### config.mk
export PLATFORM = sky130hd
export DESIGN_NAME = spfs_supervisor
export DESIGN_NICKNAME = d
export VERILOG_FILES = /design/src/spfs_pkg.sv /design/src/spfs_supervisor.sv
export SDC_FILE = /design/constraint.sdc
export NUM_CORES = 1
export LEC_CHECK = 0
export ABC_AREA = 1
export BUFFER_PORTS_ARGS = -buffer_cell sky130_fd_sc_hd__buf_4
export CORE_MARGIN = 2
export CORE_UTILIZATION = 56
export DETAILED_ROUTE_END_ITERATION = 6
export GPL_TIMING_DRIVEN = 0
export PLACE_DENSITY = 0.84
export SLEW_MARGIN = 25
export SYNTH_ARGS = -nofsm -noshare
export SYNTH_HDL_FRONTEND = slang
export SYNTH_SLANG_ARGS = --single-unit
### constraint.sdc
create_clock -name sys_clk -period 1.8 [get_ports sys_clk]
set_input_delay 0.09 -clock sys_clk [delete_from_list [all_inputs] [get_ports sys_clk]]
set_output_delay 0.09 -clock sys_clk [all_outputs]
set_load 0.005 [all_outputs]
### src/spfs_pkg.sv
/*
  spfs_pkg: constants, states and signal groups for the soft power and fault supervisor.
  Assumes a single 100 MHz always-on clock; used with package-qualified names only.
*/
package spfs_pkg;
  localparam int unsigned CLK_HZ          = 100_000_000;
  localparam int unsigned NUM_RAILS       = 6;
  // response timeout, seconds as printed (about two minutes)
  localparam int unsigned RESP_TIMEOUT_S  = 120;
  // rail monitor settling delay, seconds
  localparam int unsigned RAIL_SETTLE_S   = 1;
  localparam longint unsigned RESP_TIMEOUT_CYC = longint'(RESP_TIMEOUT_S) * CLK_HZ;
  localparam longint unsigned RAIL_SETTLE_CYC  = longint'(RAIL_SETTLE_S) * CLK_HZ;
  localparam int unsigned TMO_W           = 34;
  localparam int unsigned SETTLE_W        = 27;
  localparam logic [5:0] RAIL_RST         = 6'h00;

  // power sequencing states, one-hot
  typedef enum logic [4:0] {
    SPFS_OFF       = 5'h01,
    SPFS_WAKE_REQ  = 5'h02,
    SPFS_ON        = 5'h04,
    SPFS_DOWN_REQ  = 5'h08,
    SPFS_FORCE_OFF = 5'h10
  } spfs_state_t;

  // inputs seen from the host cpu and the frame
  typedef struct packed {
    logic       switch_press;  // one-cycle debounced press of the front switch
    logic       cpu_supply_on; // supply control line driven by the cpu
    logic [5:0] rail_ok;       // comparator per rail, high while above ~90 %
    logic       overtemp;      // over-temperature sense, high when hot
  } spfs_in_t;

  // outputs to the cpu and the supplies
  typedef struct packed {
    logic supply_enable;   // gates both supplies on
    logic wake_request;    // level to cpu: please power up
    logic down_request;    // level to cpu: please power down
    logic overtemp_notify; // level to cpu: over-temperature
    logic uv_fault;        // latched under-voltage fault
    logic ot_fault;        // latched over-temperature fault
    logic forced_off;      // a timeout or an under-voltage forced the supplies off
  } spfs_out_t;
endpackage

### src/spfs_supervisor.sv
/*
  spfs_supervisor: always-on soft power controller with rail and thermal fault handling.
  Assumes sys_clk and rst come from the auxiliary supply domain and inputs are synchronous.
*/
// Function
// - a switch press asks the cpu to wake when off, power down when on
// - force supplies off if the cpu ignores a switch request for two minutes
// - watch six rails, power down at once when one drops below about 90 %
// - over-temperature notifies the cpu instead of cutting power at once
// - force off if the cpu has not powered down two minutes after over-temperature
// - logic runs on the always-on auxiliary domain, whatever the main rails do
// - under-voltage and over-temperature faults stay latched until auxiliary power is lost
// - rail monitoring starts only one second after the supplies come up
// - an under-voltage fault turns off both supplies at once
`timescale 1ns/1ns
module spfs_supervisor #(
  parameter longint unsigned TIMEOUT_CYC = spfs_pkg::RESP_TIMEOUT_CYC,
  parameter longint unsigned SETTLE_CYC  = spfs_pkg::RAIL_SETTLE_CYC
) (
  input  wire logic                sys_clk,
  input  wire logic                rst,
  input  wire spfs_pkg::spfs_in_t  sup_in,
  output spfs_pkg::spfs_out_t      sup_out
);
  spfs_pkg::spfs_state_t           state_reg;
  logic [spfs_pkg::TMO_W-1:0]      tmo_cnt_reg;
  logic [spfs_pkg::SETTLE_W-1:0]   settle_cnt_reg;
  logic                            monitor_en_reg;
  logic                            uv_fault_reg;
  logic                            ot_fault_reg;
  logic                            ot_pending_reg;
  logic                            forced_reg;
  logic                            rail_low;
  logic                            tmo_hit;
  logic                            waiting;
  logic                            supply_en;
  logic                            supply_out_reg;
  logic                            wake_out_reg;
  logic                            down_out_reg;
  logic                            notify_out_reg;
  logic                            uv_out_reg;
  logic                            ot_out_reg;
  logic                            forced_out_reg;

  // a single low rail is enough; gated until the supplies have settled
  assign rail_low  = monitor_en_reg && (sup_in.rail_ok != {spfs_pkg::NUM_RAILS{1'b1}});
  assign tmo_hit   = (64'(tmo_cnt_reg) >= TIMEOUT_CYC - 64'd1);
  assign waiting   = (state_reg == spfs_pkg::SPFS_WAKE_REQ) || (state_reg == spfs_pkg::SPFS_DOWN_REQ)
                     || ot_pending_reg;
  // supplies follow the cpu line unless an under-voltage fault or timeout overrides it
  assign supply_en = sup_in.cpu_supply_on && !uv_fault_reg && !rail_low
                     && (state_reg != spfs_pkg::SPFS_FORCE_OFF);

  // power sequencing; only the always-on clock drives it so it survives rail loss
  always_ff @(posedge sys_clk) begin
    if (rst) begin
      state_reg <= spfs_pkg::SPFS_OFF;
    end else if (uv_fault_reg || rail_low) begin
      state_reg <= spfs_pkg::SPFS_FORCE_OFF;
    end else begin
      case (state_reg)
        spfs_pkg::SPFS_OFF: begin
          if (sup_in.cpu_supply_on) begin
            state_reg <= spfs_pkg::SPFS_ON;
          end else if (sup_in.switch_press) begin
            state_reg <= spfs_pkg::SPFS_WAKE_REQ;
          end
        end
        spfs_pkg::SPFS_WAKE_REQ: begin
          if (sup_in.cpu_supply_on) begin
            state_reg <= spfs_pkg::SPFS_ON;
          end else if (tmo_hit) begin
            state_reg <= spfs_pkg::SPFS_FORCE_OFF;
          end
        end
        spfs_pkg::SPFS_ON: begin
          if (!sup_in.cpu_supply_on) begin
            state_reg <= spfs_pkg::SPFS_OFF;
          end else if (ot_pending_reg && tmo_hit) begin
            state_reg <= spfs_pkg::SPFS_FORCE_OFF;
          end else if (sup_in.switch_press) begin
            state_reg <= spfs_pkg::SPFS_DOWN_REQ;
          end
        end
        spfs_pkg::SPFS_DOWN_REQ: begin
          if (!sup_in.cpu_supply_on) begin
            state_reg <= spfs_pkg::SPFS_OFF;
          end else if (tmo_hit) begin
            state_reg <= spfs_pkg::SPFS_FORCE_OFF;
          end
        end
        spfs_pkg::SPFS_FORCE_OFF: begin
          // leave only once the cpu has dropped its line and no fault is latched, so power cannot bounce back on
          if (!sup_in.cpu_supply_on && !uv_fault_reg && !ot_fault_reg) begin
            state_reg <= spfs_pkg::SPFS_OFF;
          end
        end
        default: begin
          state_reg <= spfs_pkg::SPFS_OFF;
        end
      endcase
    end
  end

  // response timer: runs while a request is outstanding, cleared on completion
  always_ff @(posedge sys_clk) begin
    if (rst) begin
      tmo_cnt_reg <= '0;
    end else if (!waiting || state_reg == spfs_pkg::SPFS_FORCE_OFF) begin
      tmo_cnt_reg <= '0;
    end else if (!tmo_hit) begin
      tmo_cnt_reg <= tmo_cnt_reg + spfs_pkg::TMO_W'(1);
    end
  end

  // settle delay restarts whenever the supplies are off
  always_ff @(posedge sys_clk) begin
    if (rst || !supply_en) begin
      settle_cnt_reg <= '0;
      monitor_en_reg <= 1'b0;
    end else if (64'(settle_cnt_reg) >= SETTLE_CYC - 64'd1) begin
      monitor_en_reg <= 1'b1;
    end else begin
      settle_cnt_reg <= settle_cnt_reg + spfs_pkg::SETTLE_W'(1);
    end
  end

  // fault latches; only a reset from loss of auxiliary power clears them
  always_ff @(posedge sys_clk) begin
    if (rst) begin
      uv_fault_reg <= 1'b0;
      ot_fault_reg <= 1'b0;
    end else begin
      if (rail_low) begin
        uv_fault_reg <= 1'b1;
      end
      if (sup_in.overtemp) begin
        ot_fault_reg <= 1'b1;
      end
    end
  end

  // thermal request stays pending until the cpu has dropped the supplies
  always_ff @(posedge sys_clk) begin
    if (rst) begin
      ot_pending_reg <= 1'b0;
    end else if (sup_in.overtemp && sup_in.cpu_supply_on) begin
      ot_pending_reg <= 1'b1;
    end else if (!sup_in.cpu_supply_on) begin
      ot_pending_reg <= 1'b0;
    end
  end

  // sticky indication that the supervisor had to step in
  always_ff @(posedge sys_clk) begin
    if (rst) begin
      forced_reg <= 1'b0;
    end else if (state_reg == spfs_pkg::SPFS_FORCE_OFF) begin
      forced_reg <= 1'b1;
    end else if (sup_in.switch_press) begin
      forced_reg <= 1'b0;
    end
  end

  // supply gate register; the comb gate above already cut it, this only retimes the pin
  always_ff @(posedge sys_clk) begin
    if (rst) begin
      supply_out_reg <= 1'b0;
    end else begin
      supply_out_reg <= supply_en;
    end
  end

  // request levels to the cpu, one per direction
  always_ff @(posedge sys_clk) begin
    if (rst) begin
      wake_out_reg <= 1'b0;
      down_out_reg <= 1'b0;
    end else begin
      wake_out_reg <= (state_reg == spfs_pkg::SPFS_WAKE_REQ);
      down_out_reg <= (state_reg == spfs_pkg::SPFS_DOWN_REQ);
    end
  end

  // thermal notice follows the latched fault so the cpu cannot miss a short hot spell
  always_ff @(posedge sys_clk) begin
    if (rst) begin
      notify_out_reg <= 1'b0;
    end else begin
      notify_out_reg <= ot_fault_reg;
    end
  end

  // fault copies for the pins
  always_ff @(posedge sys_clk) begin
    if (rst) begin
      uv_out_reg <= 1'b0;
      ot_out_reg <= 1'b0;
    end else begin
      uv_out_reg <= uv_fault_reg;
      ot_out_reg <= ot_fault_reg;
    end
  end

  // forced shutdown indication copy
  always_ff @(posedge sys_clk) begin
    if (rst) begin
      forced_out_reg <= 1'b0;
    end else begin
      forced_out_reg <= forced_reg;
    end
  end

  // output group gathered from the flip-flops above
  assign sup_out = '{supply_enable:   supply_out_reg,
                     wake_request:    wake_out_reg,
                     down_request:    down_out_reg,
                     overtemp_notify: notify_out_reg,
                     uv_fault:        uv_out_reg,
                     ot_fault:        ot_out_reg,
                     forced_off:      forced_out_reg};
endmodule

## Word level (Yosys, flattened, before mapping)

Index checks and enable logic that the tools add are counted.

- Output and inout port bits: 7
- Register bits: 77
- Word-level logic and storage cells: 72
- Bits of input ports: 11

- Multiplexer cells: 15
- Order comparisons: 2
- Add/subtract/negate cells: 2
- Reductions and logical operators: 24
- Equality and inequality tests: 14

Operators with widths:

| operator | number |
|---|---|
| 5-bit two-way mux | 10 |
| 34-bit by 1-bit adder with 34-bit output, second input constant | 1 |
| 34-bit greater-or-equal comparator, second input constant | 1 |
| 27-bit by 1-bit adder with 27-bit output, second input constant | 1 |
| 27-bit greater-or-equal comparator, second input constant | 1 |
| 5-bit case mux with 5 select lines | 1 |
| 5-bit inequality test, second input constant | 2 |
| 1-bit logical AND | 8 |
| 4-bit inequality test, second input constant | 2 |
| 1-bit logical NOT | 6 |
| 3-bit inequality test, second input constant | 2 |
| 6-bit inequality test, second input constant | 1 |
| 3-bit AND reduction | 2 |
| 5-bit by 1-bit == test with 1-bit output, second input constant | 1 |
| 5-bit by 2-bit == test with 1-bit output, second input constant | 1 |
| 5-bit by 3-bit == test with 1-bit output, second input constant | 1 |
| 5-bit by 4-bit == test with 1-bit output, second input constant | 1 |
| 5-bit == test, second input constant | 1 |
| 1-bit logical OR | 5 |
| 1-bit two-way mux | 4 |
| 2-bit OR reduction | 2 |
| 2-bit by 1-bit inequality test with 1-bit output, second input constant | 1 |
| 2-bit inequality test, second input constant | 1 |
| 2-bit nonzero test | 1 |

## Depth between registers and ports, before layout

- Depth after elaboration: 7
- Gate-level depth with buffers: 15
- Mapped depth without buffers: 14

## Worst setup path after synthesis

No wires, ideal clock.

- Kind: reg2reg
- Start: reg tmo_cnt_reg[0] (netlist name)
- End: reg tmo_cnt_reg[0] (netlist name)
- Stages on the path, launching flop included: 14
- Arrival: 1.550 ns
- Setup time: 0.128 ns
- Clock period less this slack: 1.677 ns
- Data required time: 1.672 ns
- Path buffers: 2
- Slack: 0.123 ns
- Path through: dfxtp_1 ha_1 nand2_1 nor2_2 nand2_1 nor2_1 nand2_1 nand2_1 nand2_1 nand2_2 buf_6 buf_6 xor2_1 nor2_1

- Word-level cells in the longest chain between the ends: 1

RTL lines:

| what | line | RTL |
|---|---|---|
| from (decl) | spfs_supervisor.sv:26 | `logic [spfs_pkg::TMO_W-1:0] tmo_cnt_reg;` |
| from (signal assigned) | spfs_supervisor.sv:112 | `tmo_cnt_reg <= tmo_cnt_reg + spfs_pkg::TMO_W'(1);` |
| 34-bit by 1-bit adder with 34-bit output / 34-bit greater-or-equal comparator (equally long branches) | spfs_supervisor.sv:112, spfs_supervisor.sv:47 |  |

Parallel ways exist; a longest one is shown, timed or not.
A chain may end at the register's enable or synchronous reset.

## Worst setup path in the final report

- Start: reg tmo_cnt_reg[0] (netlist name)
- End: reg tmo_cnt_reg[24] (netlist name)

Same word-level chain as after synthesis.

==> qor.yml <==
clkLatencyLatePin_ns: 0.37
viasPerCell: 5.73
initialDrtViolationCount: 427
row_count: 33
r2r_cells: 13
synth_top_cell_area_share_pct: 32.4
max_freq_mhz: 531
clock_path_buffers: 2
post-route-worst-setup-slack_ns: -0.0826
cp-start-kind: "flip-flop"
dieWidth_um: 96.2
violations: "negative setup slack"
yosysSeqAreaShare_pct: 32.4
max_slew_margin_pct: 71.3
crit_required_ns: 2.07
yosysWarnings: 0
multi_input_area_sq_um: 3160
synth_cell_type_count: 40
crit_type: "flip-flop to flip-flop"
largest_reg_flops: 34
wl_mm: 13.6
cp-endpoint: "tmo_cnt_reg[24]$_SDFFE_PP0N_"
totalPowerFinal_mw: 3.34
synth_fp_nets: 740
die_h_um: 96.2
cts_root_buffer: "clkbuf_8"
fin_nets: 791
register_area_sq_um: 1590
crit_chain: "ha_4 > nand2_4 > nor2_4 > nand2_1 > nor2_2 > nand2_1 > nand2_2 > nand2_2 > nand2_4 > buf_4 > nor3_1 > or2_0 > and2_1"
drive_above_1_share_pct: 29.5
grt-ovfl-total: 0
synthArstFlopShare_pct: 0
rsz0062_at_grt: "true"
syn_to_final_growth_pct: 26.7
synth.most_common_cell: "nand2_1"
antenna_found_initial: 0
power_density_nw_per_um2: 554
tritoncts: "done"
pre_cts_slack_ns: -0.260
yosysTopAreaCell: "dfxtp_1"
initial_core_util_pct: 57.9
slowest_stage: "dfxtp_2"
maxCapViolations: 0
core_region_area_sq_um: 8220
min_period_over_period_pct: 105
diodes: 0
port_buffers: 16
holdCritPathClass: "input port to flip-flop"
leakage_nw: 2.33
arrival_ns: 2.15
endpoint_kind: "flip-flop"
gp_congestion: 0.951
dr_total_vias: 5084
wl_per_cell_um: 15.3
die_area_sq_um: 9250
io_pins: 18
syn_inst: 727
synth_common_cells: "nand2_1 (183), nor2_1 (80), dfxtp_1 (77)"
grt_usage_pct: 28.3
r2r-end: "tmo_cnt_reg[24]$_SDFFE_PP0N_"
hpwl_mm: 8.96
detail-route-antenna-nets: 0
grt_pass1_wl_mm: 20.6
ys_ff_latch: 77
worstReg2RegStart: "tmo_cnt_reg[0]$_SDFFE_PP0N_"
peakVddDrop_mv: 0.420
fillCellCount: 613
drc: 0
tightest_slew_ns: 0.430
hold_viol: 0
status: "finished, violations left"
place_inst: 848
avgSynthCellArea_sq_um: 6.54
grt_pass1_vias: 4467
finalCriticalPeriod_ns: 1.88
clkSinkCount: 77
clk_pin_slew_ns: 0.10
layout.cells.non_filler: 888
fin_worst_skew_ns: 0.0151
cts_buffers: 9
ys_top_cells_by_area: "dfxtp_1 (32%), nand2_1 (14%), nor2_1 (6.3%), a21oi_1 (5.8%), inv_1 (5.8%)"
synth_edf_count: 0
grt_start_max_net_pins: 16
finalSetupViolations: 14
synth-main-ff-cell: "dfxtp_1"
netlist_area_sq_um: 4760
r2r_setup_slack_ns: -0.08
final-max-slew-violation-count: 0
slowest_delay_ns: 0.37
firstDrtPassIters: 5
startpoint: "tmo_cnt_reg[0]$_SDFFE_PP0N_"
htree_num_levels: 3
crit_fanout: 4
==> routing by layer <==
| layer | share of wire [%] | wire length (um) | GRT usage, % | vias up |
|---|---|---|---|---|
| li1 | - | - | - | 2473 |
| met1 | 43 | 5810 | 38.5 | 2352 |
| met2 | 48 | 6470 | 46.2 | 226 |
| met3 | 7.3 | 992 | 4.23 | 33 |
| met4 | 2.2 | 299 | 8.33 | 0 |
| met5 | 0 | 0 | 0 | - |
==> cell families after synthesis <==
family | after synthesis | synth area share (%)
buffers and inverters | 112 | 10.4
xor gates and xnor gates | 39 | 7.18
adders and majority gates | 2 | 0.526
and+or+nand+nor | 417 | 40.5
DFF | 77 | 32.4
AOI/OAI and AO/OA | 80 | 9.05
==> final cells by class <==
class | count | area share, %
timing repair buffer | 40 | 6.35
sequential | 77 | 26.4
buffer | 31 | 4.17
clock inverter | 7 | 1.35
multi-input combinational | 538 | 52.4
clock buffer | 9 | 2.05
tap | 105 | 2.18
inverter | 81 | 5.09
==> worst max-delay path, delay by kind of cell (launching register included) <==
family                     cells  cell delay, ns
adders and majority gates      1            0.16
buffers and inverters          1            0.11
DFF                            1            0.37
and+or+nand+nor               11            1.12
==> repair_timing <==
| item | 4_1_cts | 5_1_grt |
|---|---|---|
| setup buffers | 9 | 11 |
| hold buffers | 1 | 0 |
| resized for setup | 38 | 143 |
| hold endpoints to repair | 1 | 0 |
| pin swaps | 14 | 29 |
| cloned | 0 | 3 |
| endpoints found under the setup margin | 67 | 67 |
==> power breakdown <==
group | total (mW) | switching (mW) | leakage (nW) | internal [mW]
Combinational | 0.216 | 0.135 | 1.60 | 0.0810
Sequential | 1.74 | 0.0177 | 0.640 | 1.72
Clock | 1.39 | 0.729 | 0.0944 | 0.659
==> cell usage in the layout, fill, tap and decap left out, types with 9 or more instances in the layout <==
cell,synthesis,layout
a21oi_1,55,37
a21oi_2,6,23
buf_4,8,40
clkbuf_8,0,9
dfxtp_1,77,44
dfxtp_2,0,30
inv_1,73,68
inv_2,6,11
nand2_1,183,162
nand2_2,4,16
nand3_1,51,45
nand4_1,39,39
nor2_1,80,70
nor3_1,32,22
nor3_2,7,13
xnor2_1,10,10
xor2_1,29,28
==> how the worst min path moves through the flow <==
stage | from | end | cells past startpoint
after global routing | sup_in[7] | state_reg[2]$_SDFFE_PP0P_ | 3
after floorplan | sup_in[7] | state_reg[2]$_SDFFE_PP0P_ | 2
after CTS | sup_in[7] | ot_pending_reg$_SDFFE_PP0P_ | 3
final | sup_in[7] | state_reg[2]$_SDFFE_PP0P_ | 3
after detailed placement | sup_in[0] | ot_fault_reg$_SDFFE_PP0P_ | 3
after global placement | sup_in[0] | ot_fault_reg$_SDFFE_PP0P_ | 3
==> metrics by stage <==
stage,utilization [%],cell area [sq um],TNS [ns],hold WS (ns)
floorplan,-,4760,0,0.237
global route,73.4,6030,-3.85,0.0166
global placement,61.0,5010,-9.41,0.375
detailed placement,61.0,5010,-10.57,0.384
CTS,65.9,5410,-1.45,0.0168
finish,73.4,6030,-0.576,0.0276
No activity file was read; power rests on OpenSTA's default activity.
